--- config.mk ---
export PLATFORM = sky130hd
export DESIGN_NAME = ilot_decoder
export DESIGN_NICKNAME = d
export VERILOG_FILES = /design/src/shared/ilot_pkg.sv /design/src/ilot_decoder.sv /design/src/ilot_offset.sv
export SDC_FILE = /design/constraint.sdc
export NUM_CORES = 1
export LEC_CHECK = 0
export BUFFER_PORTS_ARGS = -buffer_cell sky130_fd_sc_hd__buf_4
export CORE_MARGIN = 2
export CORE_UTILIZATION = 40
export DETAILED_ROUTE_END_ITERATION = 7
export HOLD_SLACK_MARGIN = 0.12
export MAX_ROUTING_LAYER = met4
export PLACE_DENSITY_LB_ADDON = 0.05
export SLEW_MARGIN = 40
export SYNTH_ARGS = -nofsm -noshare
export SYNTH_HDL_FRONTEND = slang
export SYNTH_SLANG_ARGS = --single-unit
--- constraint.sdc ---
create_clock -name clk -period 1.1 [get_ports clk]
set_input_delay 0.22 -clock clk [delete_from_list [all_inputs] [get_ports clk]]
set_output_delay 0.22 -clock clk [all_outputs]
set_load 0.01 [all_outputs]
--- src/shared/ilot_pkg.sv ---
// shared constants and carriers for the instruction length and timing decoder
package ilot_pkg;
  // addressing modes
  typedef enum logic [7:0] {
    ILOT_MODE_NONE     = 8'b0000_0001,
    ILOT_MODE_DIRECT   = 8'b0000_0010,
    ILOT_MODE_IMMED    = 8'b0000_0100,
    ILOT_MODE_IND      = 8'b0000_1000,
    ILOT_MODE_IND_AUTO = 8'b0001_0000,
    ILOT_MODE_IDX_S    = 8'b0010_0000,
    ILOT_MODE_IDX_L    = 8'b0100_0000,
    ILOT_MODE_REL      = 8'b1000_0000
  } ilot_mode_e;

  // decoder state
  typedef enum logic [1:0] {
    ILOT_ST_IDLE = 2'b01,
    ILOT_ST_DONE = 2'b10
  } ilot_state_e;

  // request: up to three bytes of an instruction
  typedef struct packed {
    logic [7:0] op;
    logic [7:0] b1;
    logic [7:0] b2;
    logic memOperand;
    logic wideSpace;
    logic condTrue;
    logic [1:0] blockKind;
  } ilot_req_s;

  // answer
  typedef struct packed {
    logic [2:0] length;
    ilot_mode_e mode;
    logic [7:0] stateTimes;
    logic [7:0] perWord;
    logic [10:0] relOffset;
    logic [6:0] wordReg;
    logic isJump;
    logic isCall;
    logic wideBranch;
    logic known;
  } ilot_rsp_s;

  // opcode constants
  localparam logic [7:0] OP_PREFIX = 8'hFE;
  localparam logic [7:0] OP_SHORT_RELATIVE_JUMP_LO = 8'h20;
  localparam logic [7:0] OP_SHORT_RELATIVE_CALL_LO = 8'h28;
  localparam logic [7:0] OP_JBC_LO = 8'h30;
  localparam logic [7:0] OP_JBS_LO = 8'h38;
  localparam logic [7:0] OP_COND_LO = 8'hD0;
  localparam logic [7:0] OP_DECREMENT_BYTE_BRANCH_NONZERO = 8'hE0;
  localparam logic [7:0] OP_DECREMENT_WORD_BRANCH_NONZERO = 8'hE1;
  localparam logic [7:0] OP_IBR = 8'hE3;
  localparam logic [7:0] OP_BLOCK_WORD_MOVE = 8'hC1;
  localparam logic [7:0] OP_ADD2 = 8'h64;
  localparam logic [7:0] OP_MULU2 = 8'h6C;
  localparam logic [7:0] OP_UNSIGNED_WORD_DIVIDE = 8'h8C;
  localparam logic [7:0] OP_LOAD_BYTE_ZERO_EXTEND = 8'hAC;
  localparam logic [5:0] GRP_MASK = 6'h3F;

  // lengths
  localparam logic [2:0] LEN_1 = 3'h1;
  localparam logic [2:0] LEN_2 = 3'h2;
  localparam logic [2:0] LEN_3 = 3'h3;

  // state time bases (direct operand) and offsets
  localparam logic [7:0] T_ADD = 8'h04;
  localparam logic [7:0] T_MUL = 8'h10;
  localparam logic [7:0] T_UNSIGNED_WORD_DIVIDE = 8'h18;
  localparam logic [7:0] T_DIV = 8'h1A;
  localparam logic [7:0] T_LOAD_BYTE_ZERO_EXTEND = 8'h04;
  localparam logic [7:0] T_BLOCK_WORD_MOVE = 8'h06;
  localparam logic [7:0] T_BLOCK_WORD_MOVE_RR = 8'h08;
  localparam logic [7:0] T_BLOCK_WORD_MOVE_MR = 8'h0B;
  localparam logic [7:0] T_BLOCK_WORD_MOVE_MM = 8'h0E;
  localparam logic [7:0] T_SHORT_RELATIVE_JUMP = 8'h07;
  localparam logic [7:0] T_COND_NT = 8'h04;
  localparam logic [7:0] T_BIT_NT = 8'h05;
  localparam logic [7:0] T_DECREMENT_WORD_BRANCH_NONZERO_NT = 8'h06;
  localparam logic [7:0] T_TAKEN_ADD = 8'h04;
  localparam logic [7:0] T_IBR = 8'h07;
  localparam logic [7:0] T_EBR = 8'h09;
  localparam logic [7:0] T_ONE = 8'h01;
  localparam logic [7:0] T_TWO = 8'h02;
  localparam logic [7:0] T_THREE = 8'h03;
  localparam logic [7:0] T_FOUR = 8'h04;
  localparam logic [7:0] T_FIVE = 8'h05;
endpackage : ilot_pkg

--- src/ilot_decoder.sv ---
// instruction length, addressing mode and state time decoder
//
// Operation
// - indirect shares opcode; second byte bit0 one means autoincrement
// - indexed shares opcode; odd second byte is long form, one byte more
// - short jump/call offset is three opcode bits plus next byte
// - register file or special register operands use register timings
// - memory-mapped or outside operands use longer memory timings
// - block word move costs 6 plus 8, 11 or 14 per word
// - signed divide takes 26, 27, 28 or 31 state times
// - signed multiply takes 16, 17, 18 or 21 state times
// - word add takes 4, 5, 6 or 8, autoincrement one more
// - unsigned divide takes 24, 25, 26 or 29 state times
// - E1 word and E0 byte decrement-branch are three bytes
// - bit jumps 30-3F three bytes; flag jumps D0-DF two bytes
// - zero-extending byte load takes 4, 4, 5 or 8
// - E3 is short-space or wide-space indirect branch by mode
// - prefix FE adds one byte to the unsigned multiply/divide
`timescale 1ns/100ps
module ilot_decoder (
  input wire logic clk,
  input wire logic rst_b,
  input wire logic clkEn,
  input wire logic reqValid,
  input wire ilot_pkg::ilot_req_s req,
  output logic rspValid,
  output ilot_pkg::ilot_rsp_s rsp
);
  // ---------------------------------------------------------------
  // state
  // ---------------------------------------------------------------
  typedef struct packed {
    ilot_pkg::ilot_state_e st;
    logic valid;
    ilot_pkg::ilot_rsp_s rsp;
  } ilot_regs_s;

  ilot_regs_s state_q;
  ilot_regs_s state_d;

  logic prefixed;
  logic [7:0] core;
  logic [7:0] modeByte;
  logic [10:0] offset;
  logic shortRel;

  // strip the signed prefix so the unsigned opcode drives decoding
  assign prefixed = (req.op == ilot_pkg::OP_PREFIX);
  assign core = prefixed ? req.b1 : req.op;
  assign modeByte = prefixed ? req.b2 : req.b1;
  assign shortRel = (core[7:4] == ilot_pkg::OP_SHORT_RELATIVE_JUMP_LO[7:4]);

  ilot_offset i_ilot_offset (
    .op(core),
    .disp(req.b1),
    .isShort(shortRel),
    .offset(offset)
  );

  // ---------------------------------------------------------------
  // decoding helpers
  // ---------------------------------------------------------------
  // mode from low opcode bits and second-byte bit0
  function automatic ilot_pkg::ilot_mode_e modeOf(
    input logic [1:0] sel,
    input logic lsb
  );
    unique case (sel)
      2'b00: modeOf = ilot_pkg::ILOT_MODE_DIRECT;
      2'b01: modeOf = ilot_pkg::ILOT_MODE_IMMED;
      2'b10: modeOf = lsb ? ilot_pkg::ILOT_MODE_IND_AUTO
                          : ilot_pkg::ILOT_MODE_IND;
      2'b11: modeOf = lsb ? ilot_pkg::ILOT_MODE_IDX_L
                          : ilot_pkg::ILOT_MODE_IDX_S;
    endcase
  endfunction : modeOf

  // time from a direct base: indirect and indexed have their own steps,
  // autoincrement and long indexed cost one more, memory adds memAdd to indirect and indexed only
  function automatic logic [7:0] timeOf(
    input logic [7:0] base,
    input logic [7:0] immAdd,
    input logic [7:0] indAdd,
    input logic [7:0] idxAdd,
    input logic [7:0] memAdd,
    input ilot_pkg::ilot_mode_e m,
    input logic mem
  );
    logic [7:0] t;
    t = base;
    unique case (m)
      ilot_pkg::ILOT_MODE_IMMED: t = base + immAdd;
      ilot_pkg::ILOT_MODE_IND: t = base + indAdd;
      ilot_pkg::ILOT_MODE_IND_AUTO: t = base + indAdd + ilot_pkg::T_ONE;
      ilot_pkg::ILOT_MODE_IDX_S: t = base + idxAdd;
      ilot_pkg::ILOT_MODE_IDX_L: t = base + idxAdd + ilot_pkg::T_ONE;
      default: t = base;
    endcase
    if (mem && m != ilot_pkg::ILOT_MODE_DIRECT
        && m != ilot_pkg::ILOT_MODE_IMMED) begin
      t = t + memAdd;
    end
    timeOf = t;
  endfunction : timeOf

  // ---------------------------------------------------------------
  // next state
  // ---------------------------------------------------------------
  always_comb begin
    ilot_pkg::ilot_mode_e m;
    logic [2:0] baseLen;
    m = modeOf(core[1:0], modeByte[0]);
    baseLen = ilot_pkg::LEN_3;
    state_d = state_q;
    state_d.valid = 1'b0;
    if (reqValid) begin
      state_d.valid = 1'b1;
      state_d.st = ilot_pkg::ILOT_ST_DONE;
      state_d.rsp = '0;
      state_d.rsp.mode = ilot_pkg::ILOT_MODE_NONE;
      state_d.rsp.known = 1'b1;
      state_d.rsp.wordReg = modeByte[7:1];
      if (shortRel) begin
        // short relative jump and call
        state_d.rsp.length = ilot_pkg::LEN_2;
        state_d.rsp.mode = ilot_pkg::ILOT_MODE_REL;
        state_d.rsp.relOffset = offset;
        state_d.rsp.isJump = (core[3] == 1'b0);
        state_d.rsp.isCall = core[3];
        state_d.rsp.stateTimes = ilot_pkg::T_SHORT_RELATIVE_JUMP;
      end else if (core[7:4] == ilot_pkg::OP_JBC_LO[7:4]) begin
        // bit test jumps
        state_d.rsp.length = ilot_pkg::LEN_3;
        state_d.rsp.mode = ilot_pkg::ILOT_MODE_IDX_S;
        state_d.rsp.isJump = 1'b1;
        state_d.rsp.relOffset = {{3{req.b2[7]}}, req.b2};
        state_d.rsp.stateTimes = ilot_pkg::T_BIT_NT
          + (req.condTrue ? ilot_pkg::T_TAKEN_ADD : '0);
      end else if (core[7:4] == ilot_pkg::OP_COND_LO[7:4]) begin
        // flag jumps
        state_d.rsp.length = ilot_pkg::LEN_2;
        state_d.rsp.mode = ilot_pkg::ILOT_MODE_IDX_S;
        state_d.rsp.isJump = 1'b1;
        state_d.rsp.relOffset = offset;
        state_d.rsp.stateTimes = ilot_pkg::T_COND_NT
          + (req.condTrue ? ilot_pkg::T_TAKEN_ADD : '0);
      end else if (core == ilot_pkg::OP_DECREMENT_BYTE_BRANCH_NONZERO
                   || core == ilot_pkg::OP_DECREMENT_WORD_BRANCH_NONZERO) begin
        state_d.rsp.length = ilot_pkg::LEN_3;
        state_d.rsp.mode = ilot_pkg::ILOT_MODE_IDX_S;
        state_d.rsp.isJump = 1'b1;
        state_d.rsp.relOffset = {{3{req.b2[7]}}, req.b2};
        state_d.rsp.stateTimes =
          (core[0] ? ilot_pkg::T_DECREMENT_WORD_BRANCH_NONZERO_NT : ilot_pkg::T_BIT_NT)
          + (req.condTrue ? ilot_pkg::T_TAKEN_ADD : '0);
      end else if (core == ilot_pkg::OP_IBR) begin
        state_d.rsp.length = ilot_pkg::LEN_2;
        state_d.rsp.mode = ilot_pkg::ILOT_MODE_IND;
        state_d.rsp.isJump = 1'b1;
        state_d.rsp.wideBranch = req.wideSpace;
        state_d.rsp.stateTimes = req.wideSpace ? ilot_pkg::T_EBR
                                               : ilot_pkg::T_IBR;
      end else if (core == ilot_pkg::OP_BLOCK_WORD_MOVE) begin
        state_d.rsp.length = ilot_pkg::LEN_3;
        state_d.rsp.mode = ilot_pkg::ILOT_MODE_IND;
        state_d.rsp.stateTimes = ilot_pkg::T_BLOCK_WORD_MOVE;
        unique case (req.blockKind)
          2'b00: state_d.rsp.perWord = ilot_pkg::T_BLOCK_WORD_MOVE_RR;
          2'b01: state_d.rsp.perWord = ilot_pkg::T_BLOCK_WORD_MOVE_MR;
          default: state_d.rsp.perWord = ilot_pkg::T_BLOCK_WORD_MOVE_MM;
        endcase
      end else begin
        // operand groups with four addressing modes
        state_d.rsp.mode = m;
        if (m == ilot_pkg::ILOT_MODE_IDX_S
            || m == ilot_pkg::ILOT_MODE_IMMED) begin
          baseLen = ilot_pkg::LEN_3 + ilot_pkg::LEN_1;
        end else if (m == ilot_pkg::ILOT_MODE_IDX_L) begin
          baseLen = ilot_pkg::LEN_3 + ilot_pkg::LEN_2;
        end
        state_d.rsp.length = baseLen
          + (prefixed ? ilot_pkg::LEN_1 : '0);
        unique case ({core[7:2], 2'b00})
          ilot_pkg::OP_ADD2: state_d.rsp.stateTimes = timeOf(
            ilot_pkg::T_ADD, ilot_pkg::T_ONE, ilot_pkg::T_TWO,
            ilot_pkg::T_TWO, ilot_pkg::T_TWO, m,
            req.memOperand);
          ilot_pkg::OP_MULU2: state_d.rsp.stateTimes = timeOf(
            ilot_pkg::T_MUL, ilot_pkg::T_ONE, ilot_pkg::T_TWO,
            ilot_pkg::T_THREE, ilot_pkg::T_THREE, m,
            req.memOperand);
          ilot_pkg::OP_UNSIGNED_WORD_DIVIDE: state_d.rsp.stateTimes = timeOf(
            prefixed ? ilot_pkg::T_DIV : ilot_pkg::T_UNSIGNED_WORD_DIVIDE,
            ilot_pkg::T_ONE, ilot_pkg::T_TWO, ilot_pkg::T_THREE,
            ilot_pkg::T_THREE, m, req.memOperand);
          ilot_pkg::OP_LOAD_BYTE_ZERO_EXTEND: begin
            state_d.rsp.stateTimes = timeOf(ilot_pkg::T_LOAD_BYTE_ZERO_EXTEND, '0,
              ilot_pkg::T_ONE, ilot_pkg::T_TWO, ilot_pkg::T_THREE, m,
              req.memOperand);
            // autoincrement from memory costs no more than plain indirect
            if (m == ilot_pkg::ILOT_MODE_IND_AUTO && req.memOperand) begin
              state_d.rsp.stateTimes = ilot_pkg::T_LOAD_BYTE_ZERO_EXTEND + ilot_pkg::T_FOUR;
            end
            if (m == ilot_pkg::ILOT_MODE_IMMED) begin
              state_d.rsp.length = ilot_pkg::LEN_3;
            end
          end
          default: begin
            state_d.rsp.known = 1'b0;
            state_d.rsp.stateTimes = '0;
          end
        endcase
      end
    end
    if (!clkEn) begin
      state_d = state_q;
    end
  end

  // ---------------------------------------------------------------
  // registers
  // ---------------------------------------------------------------
  always_ff @(posedge clk or negedge rst_b) begin
    if (!rst_b) begin
      state_q <= '{st: ilot_pkg::ILOT_ST_IDLE, valid: 1'b0,
                   rsp: '{mode: ilot_pkg::ILOT_MODE_NONE, default: '0}};
    end else begin
      state_q <= state_d;
    end
  end

  assign rspValid = state_q.valid;
  assign rsp = state_q.rsp;
endmodule : ilot_decoder

--- src/ilot_offset.sv ---
// relative offset former for short and conditional jumps
`timescale 1ns/100ps
module ilot_offset (
  input wire logic [7:0] op,
  input wire logic [7:0] disp,
  input wire logic isShort,
  output logic [10:0] offset
);
  // short form joins three opcode bits with the byte, else sign-extend byte
  always_comb begin
    if (isShort) begin
      offset = {op[2:0], disp};
    end else begin
      offset = {{3{disp[7]}}, disp};
    end
  end
endmodule : ilot_offset

==> flow_summary.yaml <==
logic_synthesis:
  synth_edf_count: 0
  yosysTopAreaCellShare: 0.358
  synthCells: 341
  ys_seq_area_frac: 0.366
  yosys_warnings: 0
  synth_cell_types: 69
  syn_area_sq_mm: 0.00301
  synth_ff_type: "dfrtp_1"
  avgSynthCellArea_sq_um: 8.82
  synth_area_leader_cell: "dfrtp_1"
  synth_area_leaders: "dfrtp_1 36%, nand2_1 5.7%, o21ai_0 4.3%, nor2_1 4.2%, a21oi_1 3.2%"
  async_flop_share: 1.00
  synth.ff_latch_count: 44
worst_setup_path:
  reg2reg_from: "rsp[30]"
  end_kind: "flip-flop"
  path_max_fanout: 2
  path_class: "in2reg"
  crit_path_start: "req[21]"
  worst_ep_arrival_time_ns: 3.05
  worst_ep_required_time_ns: 1.31
  worstSetupStartpointType: "input pin"
routing:
  post_drt_wl_per_cell_um: 17.7
  wl_mm: 11.3
  dr_wl_met3_um: 513
  top_layer: "met4"
  wl_met1_mm: 4.99
  wl_met2_mm: 5.65
  firstDrtPassIters: 4
  drc: 0
  vias: 3432
  viasPerCell: 5.37
  drt_iter0_drc: 199
  ant_nets: 0
layout:
  layout-drive-gt1-share: 0.572
  layout.cells.non_filler: 639
  diodes: 0
  nets: 579
  n_fill_cell: 515
  area_delta_synth_final_pct: 83.5
  final_area_sq_mm: 0.00552
  fin_util: 0.761
timing:
  grt_setup_unrepaired: "yes"
  period_share: 2.58
  fin_skew_ns: 0
  maxSlewViolCount: 0
  finalWorstSetupSlack_ns: -1.74
  hold_violations: 0
  fmax_ghz: 0.352
  finalCriticalPeriod_ns: 2.84
  setup_viol_count_final: 43
grt:
  antenna_found_initial: 0
  grt_pass1_vias: 3411
  grt_max_degree: 26
  overflow: 0
  globalRouteTotalUtil: 0.270
  grt_pass1_wl_mm: 17.4
floorplanning:
  die_x_um: 90.7
  die_area_sq_mm: 0.00823
  core_sq_mm: 0.00725
  io_pins: 83
  rows: 31
  die_h_um: 90.7
  start_util: 0.415
place:
  dp.cells: 595
  gp_congestion: 0.931
  io_buffers: 76
  dp_hpwl_mm: 7.72
  placement.cell_area_sq_mm: 0.00443
pwr:
  switching_share: 0.309
  pwr-share-seq: 0.380
  peakVddDrop_mv: 0.441
  power_frac_comb: 0.338
  p_per_area_mw_per_mm2: 876
  p_switching_w: 0.00150
  cellLeakagePower_nw: 2.60
  p_clk_frac: 0.282
  intPower_w: 0.00334
clock_network:
  cts_max_path_buffers: 2
  cts_sinks: 44
  cts_max_level: 2
  path_clk_slew_ns: 0.09
  tritoncts: "done"
  clock_latency_ns: 0.31
  root_buffer: "clkbuf_8"
  cts_buffers: 5
worst_hold_path:
  hold_class: "in2reg"
  min_from: "req[1]"
outcome:
  violations: "setup timing"
  status: "complete, but fails checks"
job:
  max_cap_violations: 0
==> repair_timing <==
| item | CTS | global route |
|---|---|---|
| hold buffers | 1 | 0 |
| endpoints found under the hold margin | 44 | 0 |
| endpoints found under the setup margin | 44 | 49 |
| resized for setup | 67 | 88 |
| buffers inserted | 27 | 18 |
| pin swaps | 33 | 30 |
| cloned | 0 | 1 |
==> cell families (layout without fill, tap and decap cells) <==
logic type | count (synthesis) | in the layout | synth area share
multiplexers | 6 | 6 | 0.0204
buffers and inverters | 38 | 232 | 0.0607
AND/OR/NAND/NOR | 130 | 130 | 0.225
adder cells (fa/ha/maj) | 8 | 8 | 0.0324
other | 1 | 6 | 0.00125
XOR/XNOR | 2 | 2 | 0.00582
flip-flops | 44 | 44 | 0.366
AO/OA/AOI/OAI | 112 | 112 | 0.287
==> per-layer routing <==
layer | vias up | global-route usage
met1 | 1672 | 0.356
li1 | 1650 | -
met2 | 96 | 0.439
met5 | - | -
met3 | 14 | 0.0301
met4 | 0 | 0.0769
==> cells in the final DEF, fill, tap and decap left out, drive strengths merged, types with 3 or more instances in the layout <==
cell type    n
a21o         4
conb         6
a221o        3
o41ai        8
dfrtp       43
a31oi        6
a21oi       19
nand3        4
ha           7
nand2       49
a22o         5
nand4        6
o22a         4
nor3b        3
clkbuf       7
a211oi       3
and2         9
a221oi       8
mux2i        5
nor3         4
o31a         3
buf        208
nor2        34
a32o         3
o21ai       28
inv         14
and3         5
nand2b       4
==> state kept, by name, indices dropped and copies added (netlist names) <==
| signal | flops |
|---|---|
| rsp | 43 |
| rspValid | 1 |
==> synthesized netlist by cell type (2+ instances only) <==
library cell   n
a211o_1        2
a211oi_1       2
a21o_1         4
a21oi_1       19
a221o_1        3
a221oi_1       7
a22o_1         5
a31oi_1        4
a31oi_2        2
a32o_1         3
a41o_1         2
a41oi_2        2
and2_1         9
and3_1         5
and4_1         2
buf_2          8
buf_4          6
clkbuf_1       9
dfrtp_1       43
ha_1           7
inv_1         12
inv_2          2
mux2i_1        5
nand2_1       46
nand2_2        2
nand2b_1       4
nand3_1        4
nand4_1        5
nor2_1        34
nor3_1         4
nor3b_2        2
o21ai_0       26
o21ai_1        2
o21bai_1       2
o22a_1         4
o31a_1         3
o31ai_1        2
o41ai_1        4
o41ai_2        3
xnor2_1        2
==> final timing paths <==
kind / cells past startpoint / slack, ns / to
worst max register to register: 4 / 0.06 / rsp[30]
max in group asynchronous: 3 / 0.33 / rsp[25]
worst min register to register: 2 / 0.47 / rsp[23]
worst max-delay path: 17 / -1.74 / rsp[32]
min in group asynchronous: 2 / 0.35 / rsp[13]
worst min-delay path: 3 / 0.12 / rsp[23]
==> cell type report <==
cell class              instances  area, sq um  area share
multi-input cells             264         2300       0.416
repair buffers                210         1820       0.330
inverters                      14         55.1     0.00997
flip-flops and latches         44         1100       0.200
clock inverters                 2         38.8     0.00703
well taps                      99          124      0.0224
clock buffers                   6         82.6      0.0150
==> metrics by stage <==
stage	setup TNS, ns	power, W	hold WS, ns	setup WS (ns)
final	-34.56	0.00483	0.123	-1.74
after global routing	-36.93	0.00504	0.128	-1.84
after CTS	-30.40	0.00464	0.125	-1.71
after detailed placement	-45.71	0.00314	0.122	-2.26
after global placement	-44.01	0.00312	0.118	-2.13
after floorplan	-30.03	0.00243	-0.0756	-2.06
==> critical path, cell delays in order <==
cell	delay (ns)
buf_6	0.10
and4b_2	0.31
nand3_4	0.09
a211oi_4	0.29
inv_2	0.09
ha_4	0.25
nand2b_4	0.13
a211oi_2	0.20
a31oi_2	0.07
ha_2	0.19
inv_2	0.06
ha_4	0.19
nand2_2	0.07
o21ai_2	0.05
a221o_1	0.31
o31a_1	0.28
o22a_1	0.15
==> power groups by stage <==
stage	Clock, W	Combinational, W	Sequential, W
after floorplan	0	0.000499	0.00193
after global placement	0	0.00125	0.00187
after detailed placement	0	0.00127	0.00187
after CTS	0.00137	0.00144	0.00184
after global routing	0.00144	0.00175	0.00186
final	0.00136	0.00163	0.00184
Power figures use the tool's default switching activity.
